$ cat src/rtl/rstp_pkg.sv
// Shared constants of the RTC serial transfer port
package rstp_pkg;
  // Transfer format codes, low nibble of the command byte
  localparam logic [3:0] FMT_WR1 = 4'h8;
  localparam logic [3:0] FMT_WRB = 4'h0;
  localparam logic [3:0] FMT_RD1 = 4'hC;
  localparam logic [3:0] FMT_RDB = 4'h4;
  // Device register map
  localparam logic [3:0] ADDR_TRIM    = 4'h7;
  localparam logic [7:0] TRIM_INDOOR  = 8'h7F;
  localparam logic [7:0] TRIM_OUTDOOR = 8'h7E;
  localparam logic [7:0] MEM_RESET    = 8'h00;
  // Host command registers, byte offsets
  localparam logic [7:0] OFF_CTRL = 8'h00;
  localparam logic [7:0] OFF_TX   = 8'h04;
  localparam logic [7:0] OFF_RX   = 8'h08;
  localparam logic [7:0] OFF_STAT = 8'h0C;
  localparam int CTRL_CE_BIT    = 0;
  localparam int CTRL_IDLE_BIT  = 1;
  localparam int CTRL_NOGRD_BIT = 2;
  localparam int STAT_BUSY_BIT  = 0;
  localparam int STAT_CE_BIT    = 1;
  localparam int STAT_TMO_BIT   = 2;
  localparam int STAT_PEND_BIT  = 3;
  localparam logic [2:0] CTRL_RESET = 3'h0;
  // Timing
  localparam int CLK_PERIOD_NS  = 50;
  localparam int HOLD_TIME_NS   = 1000000000;
  localparam int HOLD_CYCLES    = HOLD_TIME_NS / CLK_PERIOD_NS;
  localparam int CE_MAX_CYCLES  = HOLD_CYCLES - 1;
  localparam int GUARD_TIME_NS  = 31000;
  localparam int GUARD_CYCLES   = (GUARD_TIME_NS + CLK_PERIOD_NS - 1) / CLK_PERIOD_NS;
  localparam int GAP_TIME_NS    = 62000;
  localparam int GAP_CYCLES     = (GAP_TIME_NS + CLK_PERIOD_NS - 1) / CLK_PERIOD_NS;
  localparam int HALF_TIME_NS   = 200;
  localparam int HALF_CYCLES    = HALF_TIME_NS / CLK_PERIOD_NS;
  localparam int BYTE_HALVES    = 16;
endpackage : rstp_pkg

$ cat src/rtl/rstp_if.sv
// Four-wire serial link between host and device
`timescale 1ns/1ps
interface rstp_if;
  logic ce;
  logic sclk;
  logic si;
  logic so;
  logic so_oe;
  logic so_line;
  // Undriven serial output reads high through a pull-up
  assign so_line = so_oe ? so : 1'b1;
  modport dev  (input ce, input sclk, input si, output so, output so_oe);
  modport host (output ce, output sclk, output si, input so_line);
endinterface : rstp_if

$ cat src/rtl/rstp_device.sv
// Device end: serial slave with register array and seconds carry hold-off
// Behaviour
// Session spans chip-enable high, whole bytes.
// Command byte: address high nibble, format low.
// Clock level at enable rise picks edges.
// Every byte shifted most significant bit first.
// Format 8h writes one byte at pointer.
// After single byte, end or new command.
// Format 0h writes successive bytes at pointer.
// Burst advances pointer, Fh wraps to 0h.
// Burst ends only when chip-enable falls.
// Format Ch reads one byte at pointer.
// Format 4h reads consecutive bytes from pointer.
// Single reads and writes mix freely.
// Hold seconds carry during enable, release on fall.
// Carry held at most one second.
// Host keeps enable high through time access.
// Host keeps enable high under one second.
// Failing host must drop enable.
// Host waits 31 us before time registers.
// Host keeps enable low 62 us between.
// Guards may be skipped when carry-free.
// Indoor trim value 7Fh at 7h.
// Outdoor trim value 7Eh.
// Output undriven unless shifting read data.
//
// Implementation choice: the AHB-Lite slave port.
`timescale 1ns/1ps
module rstp_device
  import rstp_pkg::*;
#(
  parameter int HOLD_LIMIT = rstp_pkg::HOLD_CYCLES
) (
  // Clock and reset
  input  wire logic       hclk,
  input  wire logic       hresetn,
  // Serial link
  rstp_if.dev             link,
  // Timekeeping side
  input  wire logic       sec_tick,
  output logic            sec_carry,
  input  wire logic       usr_wr,
  input  wire logic [3:0] usr_addr,
  input  wire logic [7:0] usr_wdata,
  output logic [7:0]      usr_rdata,
  output logic            wr_strobe,
  output logic [3:0]      wr_addr,
  output logic [7:0]      wr_data,
  output logic [7:0]      rate_trim
);
  import rstp_pkg::*;

  typedef enum logic [2:0] {DS_CMD, DS_WR1, DS_WRB, DS_RD1, DS_RDB} rstp_dev_state_type;

  function automatic logic [3:0] next_addr(input logic [3:0] a);
    next_addr = a + 4'h1;
  endfunction : next_addr

  logic [2:0]         pins_s;
  logic               ce_s;
  logic               sclk_s;
  logic               si_s;
  logic               ce_p_q;
  logic               sclk_p_q;
  logic               pol_q;
  rstp_dev_state_type state_q;
  logic [2:0]         bit_q;
  logic [7:0]         rx_q;
  logic [7:0]         tx_q;
  logic [3:0]         addr_q;
  logic [7:0]         mem_q [16];
  logic               so_q;
  logic               so_oe_q;
  logic               pend_q;
  logic [31:0]        hold_q;
  logic               ce_rise;
  logic               ce_fall;
  logic               sclk_rise;
  logic               sclk_fall;
  logic               in_edge;
  logic               out_edge;
  logic               byte_done;
  logic [7:0]         byte_in;
  logic               reading;
  logic               hold_done;

  rstp_sync #(.W(3)) u_sync (
    .hclk    (hclk),
    .hresetn (hresetn),
    .d       ({link.ce, link.sclk, link.si}),
    .q       (pins_s)
  );

  assign ce_s      = pins_s[2];
  assign sclk_s    = pins_s[1];
  assign si_s      = pins_s[0];
  assign ce_rise   = ce_s & ~ce_p_q;
  assign ce_fall   = ~ce_s & ce_p_q;
  assign sclk_rise = sclk_s & ~sclk_p_q;
  assign sclk_fall = ~sclk_s & sclk_p_q;
  assign in_edge   = ce_s & (pol_q ? sclk_rise : sclk_fall);
  assign out_edge  = ce_s & (pol_q ? sclk_fall : sclk_rise);
  assign byte_in   = {rx_q[6:0], si_s};
  assign byte_done = in_edge && (bit_q == 3'd7);
  assign reading   = (state_q == DS_RD1) || (state_q == DS_RDB);
  assign hold_done = (hold_q >= 32'(HOLD_LIMIT));

  always_ff @(posedge hclk or negedge hresetn) begin
    if (!hresetn) begin
      ce_p_q   <= 1'b0;
      sclk_p_q <= 1'b0;
      pol_q    <= 1'b0;
    end else begin
      ce_p_q   <= ce_s;
      sclk_p_q <= sclk_s;
      if (ce_rise) begin
        pol_q <= sclk_s;
      end
    end
  end

  // Command decode and pointer
  always_ff @(posedge hclk or negedge hresetn) begin
    if (!hresetn) begin
      state_q <= DS_CMD;
      bit_q   <= 3'd0;
      rx_q    <= 8'h00;
      addr_q  <= 4'h0;
    end else if (!ce_s) begin
      state_q <= DS_CMD;
      bit_q   <= 3'd0;
    end else if (in_edge) begin
      rx_q  <= byte_in;
      bit_q <= bit_q + 3'd1;
      if (bit_q == 3'd7) begin
        case (state_q)
          DS_CMD: begin
            addr_q <= byte_in[7:4];
            case (byte_in[3:0])
              FMT_WR1: state_q <= DS_WR1;
              FMT_WRB: state_q <= DS_WRB;
              FMT_RD1: state_q <= DS_RD1;
              FMT_RDB: state_q <= DS_RDB;
              // Unknown formats leave the port waiting for a command
              default: state_q <= DS_CMD;
            endcase
          end
          DS_WR1, DS_RD1: state_q <= DS_CMD;
          DS_WRB, DS_RDB: addr_q <= next_addr(addr_q);
          default: state_q <= DS_CMD;
        endcase
      end
    end
  end

  // Register array; serial write wins over user write to the same cycle
  always_ff @(posedge hclk or negedge hresetn) begin
    if (!hresetn) begin
      for (int i = 0; i < 16; i++) begin
        mem_q[i] <= MEM_RESET;
      end
    end else if (byte_done && ((state_q == DS_WR1) || (state_q == DS_WRB))) begin
      mem_q[addr_q] <= byte_in;
    end else if (usr_wr) begin
      mem_q[usr_addr] <= usr_wdata;
    end
  end

  always_ff @(posedge hclk or negedge hresetn) begin
    if (!hresetn) begin
      wr_strobe <= 1'b0;
      wr_addr   <= 4'h0;
      wr_data   <= 8'h00;
      usr_rdata <= 8'h00;
      rate_trim <= MEM_RESET;
    end else begin
      wr_strobe <= byte_done && ((state_q == DS_WR1) || (state_q == DS_WRB));
      if (byte_done) begin
        wr_addr <= addr_q;
        wr_data <= byte_in;
      end
      usr_rdata <= mem_q[usr_addr];
      rate_trim <= mem_q[ADDR_TRIM];
    end
  end

  // Read shifter: loaded as the command or previous byte completes
  always_ff @(posedge hclk or negedge hresetn) begin
    if (!hresetn) begin
      tx_q    <= 8'h00;
      so_q    <= 1'b0;
      so_oe_q <= 1'b0;
    end else begin
      so_oe_q <= ce_s && reading;
      if (byte_done && (state_q == DS_CMD)) begin
        tx_q <= mem_q[byte_in[7:4]];
      end else if (byte_done && (state_q == DS_RDB)) begin
        tx_q <= mem_q[next_addr(addr_q)];
      end else if (out_edge && reading) begin
        so_q <= tx_q[7];
        tx_q <= {tx_q[6:0], 1'b0};
      end
    end
  end

  assign link.so    = so_q;
  assign link.so_oe = so_oe_q;

  // Seconds carry hold-off; a carry older than the limit escapes anyway
  always_ff @(posedge hclk or negedge hresetn) begin
    if (!hresetn) begin
      pend_q    <= 1'b0;
      hold_q    <= 32'd0;
      sec_carry <= 1'b0;
    end else begin
      sec_carry <= 1'b0;
      if (pend_q && (!ce_s || hold_done)) begin
        sec_carry <= 1'b1;
        pend_q    <= 1'b0;
        hold_q    <= 32'd0;
      end else if (pend_q) begin
        hold_q <= hold_q + 32'd1;
      end
      if (sec_tick) begin
        if (ce_s && !ce_fall) begin
          pend_q <= 1'b1;
          if (!pend_q || hold_done) begin
            hold_q <= 32'd0;
          end
        end else begin
          sec_carry <= 1'b1;
          // A held carry released in this cycle stays pending one more
          if (pend_q) begin
            pend_q <= 1'b1;
          end
        end
      end
    end
  end
endmodule : rstp_device

$ cat src/rtl/rstp_sync.sv
// Two-flop synchroniser for pin inputs
`timescale 1ns/1ps
module rstp_sync #(
  parameter int W = 1
) (
  // Clock and reset
  input  wire logic         hclk,
  input  wire logic         hresetn,
  // Asynchronous in, synchronous out
  input  wire logic [W-1:0] d,
  output logic      [W-1:0] q
);
  logic [W-1:0] meta_q;
  always_ff @(posedge hclk or negedge hresetn) begin
    if (!hresetn) begin
      meta_q <= '0;
      q      <= '0;
    end else begin
      meta_q <= d;
      q      <= meta_q;
    end
  end
endmodule : rstp_sync

$ cat src/flat_wrapper.sv
// flat-port wrapper written by rule: the top's interface ports become plain ports
module rstp_device_flat import rstp_pkg::*;
#(
  parameter int HOLD_LIMIT = rstp_pkg::HOLD_CYCLES
)
  (hclk, hresetn, sec_tick, sec_carry, usr_wr, usr_addr, usr_wdata, usr_rdata, wr_strobe, wr_addr, wr_data, rate_trim, link_ce, link_sclk, link_si, link_so, link_so_oe);
  rstp_if link_i ();
  input  wire logic hclk;
  input  wire logic hresetn;
  input  wire logic sec_tick;
  output logic sec_carry;
  input  wire logic usr_wr;
  input  wire logic [3:0] usr_addr;
  input  wire logic [7:0] usr_wdata;
  output logic [7:0] usr_rdata;
  output logic wr_strobe;
  output logic [3:0] wr_addr;
  output logic [7:0] wr_data;
  output logic [7:0] rate_trim;
  input wire logic [$bits(link_i.ce)-1:0] link_ce;
  input wire logic [$bits(link_i.sclk)-1:0] link_sclk;
  input wire logic [$bits(link_i.si)-1:0] link_si;
  output wire logic [$bits(link_i.so)-1:0] link_so;
  output wire logic [$bits(link_i.so_oe)-1:0] link_so_oe;
  assign link_i.ce = link_ce;
  assign link_i.sclk = link_sclk;
  assign link_i.si = link_si;
  assign link_so = link_i.so;
  assign link_so_oe = link_i.so_oe;
  rstp_device #(.HOLD_LIMIT(HOLD_LIMIT)) u_core (.hclk(hclk), .hresetn(hresetn), .link(link_i), .sec_tick(sec_tick), .sec_carry(sec_carry), .usr_wr(usr_wr), .usr_addr(usr_addr), .usr_wdata(usr_wdata), .usr_rdata(usr_rdata), .wr_strobe(wr_strobe), .wr_addr(wr_addr), .wr_data(wr_data), .rate_trim(rate_trim));
endmodule
$ cat config.mk
export PLATFORM = sky130hd
export DESIGN_NAME = rstp_device_flat
export DESIGN_NICKNAME = d
export VERILOG_FILES = /design/src/rtl/rstp_pkg.sv /design/src/rtl/rstp_if.sv /design/src/rtl/rstp_device.sv /design/src/rtl/rstp_sync.sv /design/src/flat_wrapper.sv
export SDC_FILE = /design/constraint.sdc
export NUM_CORES = 1
export LEC_CHECK = 0
export BUFFER_PORTS_ARGS = -buffer_cell sky130_fd_sc_hd__buf_2
export CAP_MARGIN = 30
export CORE_MARGIN = 3
export CORE_UTILIZATION = 60
export CTS_CLUSTER_DIAMETER = 100
export CTS_CLUSTER_SIZE = 14
export DETAILED_ROUTE_END_ITERATION = 7
export PLACE_DENSITY_LB_ADDON = 0.3
export SETUP_SLACK_MARGIN = 0.15
export SYNTH_ARGS = -nofsm -noshare
export SYNTH_HDL_FRONTEND = slang
export SYNTH_SLANG_ARGS = --single-unit
$ cat constraint.sdc
create_clock -name hclk -period 9.25 [get_ports hclk]
set_input_delay 0.925 -clock hclk [delete_from_list [all_inputs] [get_ports hclk]]
set_output_delay 0.925 -clock hclk [all_outputs]
set_load 0.05 [all_outputs]
==> results.yml <==
pwr:
  ir_worst_vdd_mv: 0.138
  sw_frac_of_total_pct: 36.5
  pwr-share-seq_pct: 46.5
  powerDensity_nw_per_um2: 221
  p_comb_share_pct: 28.4
  p_sw_mw: 1.13
  power.leakage_nw: 6.06
  internal-power_mw: 1.96
  clockPowerShare_pct: 25.1
synth:
  yosys_warnings: 0
  syn_nets: 1197
  synth_edf_count: 0
  synth_commonest_cells: "nand2_1 (245), dfrtp_1 (227), mux4_2 (108)"
  synth-seq-cells: 227
  synth_area_leaders: "dfrtp_1 (43%), mux4_2 (19%), nand2_1 (7.0%), a22oi_1 (5.6%), a221o_1 (2.3%)"
  avgSynthCellArea_um2: 11.2
  ys_async_sr_fraction_pct: 100
  synthesis.area_um2: 13100
  synthFlopType: "dfrtp_1"
  synth_cells: 1170
  yosysSeqAreaShare_pct: 43.4
  netlist.area_leader.share_pct: 43.4
  yosysTopAreaCell: "dfrtp_1"
  yosys.cell_count.top_type: "nand2_1"
  ys_types: 70
detailed_routing:
  vias: 10700
  ant_nets: 0
  avgRoutedWirePerCell_um: 27.3
  wirelength_um: 39600
  drt_iter0_drc: 1792
  firstDrtPassIters: 6
  post_drt_via_cell_ratio: 7.39
  drc: 0
global_route:
  antenna_found_initial: 0
  grt_pass1_wl_um: 61500
  grt_start_max_net_pins: 95
  grt_util_all_layers_pct: 33.3
  grt_pass1_vias: 10300
  grt.overflow.total: 0
finish:
  nets: 1199
  drive_gt1_share_pct: 22.3
  area_growth_pct: 7.08
  antenna_cells: 0
  fillers: 1592
  fin_cells: 1449
worst_setup_path:
  cp.arrival_ns: 3.68
  crit_path_max_incr_delay_ns: 0.77
  path_max_fanout: 35
  startpoint_type: "flip-flop"
  worstPathCellList: "and2_1 > o2111ai_2 > inv_2 > and3_1 > a31oi_2 > a221o_1"
  slowest_stage: "inv_2"
  path_class: "flip-flop to flip-flop"
  cp-end-kind: "flip-flop"
  worstPathRequired_ns: 9.64
floorplan:
  die_w_um: 154
  start_util_pct: 61.6
  num_rows: 53
  fp.dieH_um: 154
  io_pins: 51
  dieArea_um2: 23600
  design.core.area_um2: 21200
timing:
  hold_viol_final: 0
  fin_skew_ns: 0.0182
  fin_setup_tns_ns: 0
  period_needed_ns: 3.29
  rsz0062_at_grt: "false"
  slew_violations: 0
  tightest_slew_ns: 1.03
  max_slew_margin_pct: 31.1
  post-route-period-util_pct: 35.6
  fmax_mhz: 304
  setup_viol: 0
cts:
  cts_setup_buffers: 0
  clk_pin_slew_ns: 0.06
  cts_root_buffer: "clkbuf_16"
  post_cts_resized: 0
  numCtsBuffers: 20
  htreeDepth: 1
  cts_max_path_buffers: 3
  cts_tree: "yes"
  postCtsHoldBufs: 0
  clock_latency_ns: 0.51
  clock-sinks: 227
outcome:
  status: "finished clean"
placed_design:
  io_buffers: 50
  placed_cells: 1425
  place.gp.congestion: 0.972
  dp_hpwl_um: 27300
min_path:
  hold_path.class: "flip-flop to flip-flop"
job:
  drv_cap: 0
==> cell type report <==
class / count / area [µm²] / share of cell area (%)
multi-input cells: 842 / 6960 / 49.7
flip-flops and latches: 227 / 5680 / 40.6
clock buffers: 23 / 533 / 3.81
repair buffers: 68 / 423 / 3.02
well taps: 275 / 344 / 2.46
inverters: 13 / 48.8 / 0.348
clock inverters: 1 / 16.3 / 0.116
==> cell usage in the layout (no fill, tap or decap), types with 4 or more instances in the layout <==
master and n:
and3_1 18, nor2b_1 16, o311ai_0 5, nand2_1 245, buf_4 16, nand4_1 14, nand3_1 19, a221o_1 30
a22oi_1 98, a221oi_1 8, nor2_2 11, a211oi_1 4, nor2_1 60, mux4_2 108, xor2_1 21, inv_1 12
and4_1 5, dfrtp_1 225, nor3_1 33, a21oi_1 12, mux2_2 23, buf_2 49, ha_1 7, nor3b_4 4
o21ai_0 19, and2_1 7, mux2i_1 7, xnor2_1 8, clkbuf_16 21
==> through the flow <==
stage / hold slack (ns) / utilization, % / power (mW) / area (µm²) / setup slack, ns
6_report: 0.348 / 66.0 / 3.09 / 14000 / 5.96
3_3_place_gp: 0.334 / 63.2 / 2.27 / 13400 / 5.99
3_5_place_dp: 0.336 / 63.4 / 2.29 / 13500 / 5.98
2_1_floorplan: 0.331 / - / 1.99 / 13100 / 6.23
4_1_cts: 0.349 / 66.0 / 3.06 / 14000 / 6.02
5_1_grt: 0.363 / 66.0 / 3.19 / 14000 / 5.76
==> worst max-delay path, delay by kind of cell (launching register included) <==
family | cells | cell delay (ns)
compound gates | 3 | 0.99
buf+inv | 1 | 0.77
flops | 1 | 0.63
simple gates | 2 | 0.76
==> routing by layer <==
| metal | part of all wire [%] | track usage (%) | vias up | wire length, µm |
|---|---|---|---|---|
| li1 | - | - | 4386 | - |
| met1 | 37 | 47.9 | 5266 | 14700 |
| met2 | 44 | 50.4 | 897 | 17500 |
| met3 | 14 | 9.09 | 158 | 5680 |
| met4 | 4.2 | 10.3 | 0 | 1670 |
| met5 | 0 | 0 | - | 0 |
==> flip-flops by register name (all words and copies together), names as in the netlist, 4 cells and up <==
| register | count |
|---|---|
| u_core.rate_trim | 8 |
| u_core.wr_data | 8 |
| u_core.mem_q | 128 |
| u_core.usr_rdata | 8 |
| u_core.addr_q | 4 |
| u_core.rx_q | 7 |
| u_core.wr_addr | 4 |
| u_core.tx_q | 8 |
| u_core.hold_q | 32 |
==> final timing paths <==
kind / start / end / slack (ns) / depth (start not counted)
min reg2reg: u_core.u_sync.meta_q[0] / u_core.u_sync.q[0] / 0.35 / 0
max in group asynchronous: hresetn / u_core.rx_q[4] / 7.53 / 2
min: u_core.u_sync.meta_q[0] / u_core.u_sync.q[0] / 0.35 / 0
max reg2reg: u_core.u_sync.q[2] / u_core.mem_q[60] / 5.96 / 6
min in group asynchronous: hresetn / u_core.hold_q[9] / 0.43 / 1
max: u_core.u_sync.q[2] / u_core.mem_q[60] / 5.96 / 6
==> power groups by stage <==
stage / registers, mW / logic [mW] / clock network (mW)
6_report: 1.44 / 0.879 / 0.774
5_1_grt: 1.44 / 0.932 / 0.813
4_1_cts: 1.41 / 0.863 / 0.779
3_5_place_dp: 1.43 / 0.859 / 0
3_3_place_gp: 1.42 / 0.847 / 0
2_1_floorplan: 1.34 / 0.650 / 0
==> logic make-up after synthesis <==
family / synth area share, %
multiplexers: 21.1
AO/OA/AOI/OAI: 12.2
buffers and inverters: 3.44
XOR/XNOR: 2.07
AND/OR/NAND/NOR: 17.0
adder cells (fa/ha/maj): 0.765
flip-flops: 43.4
(Power assumes the default switching activity.)
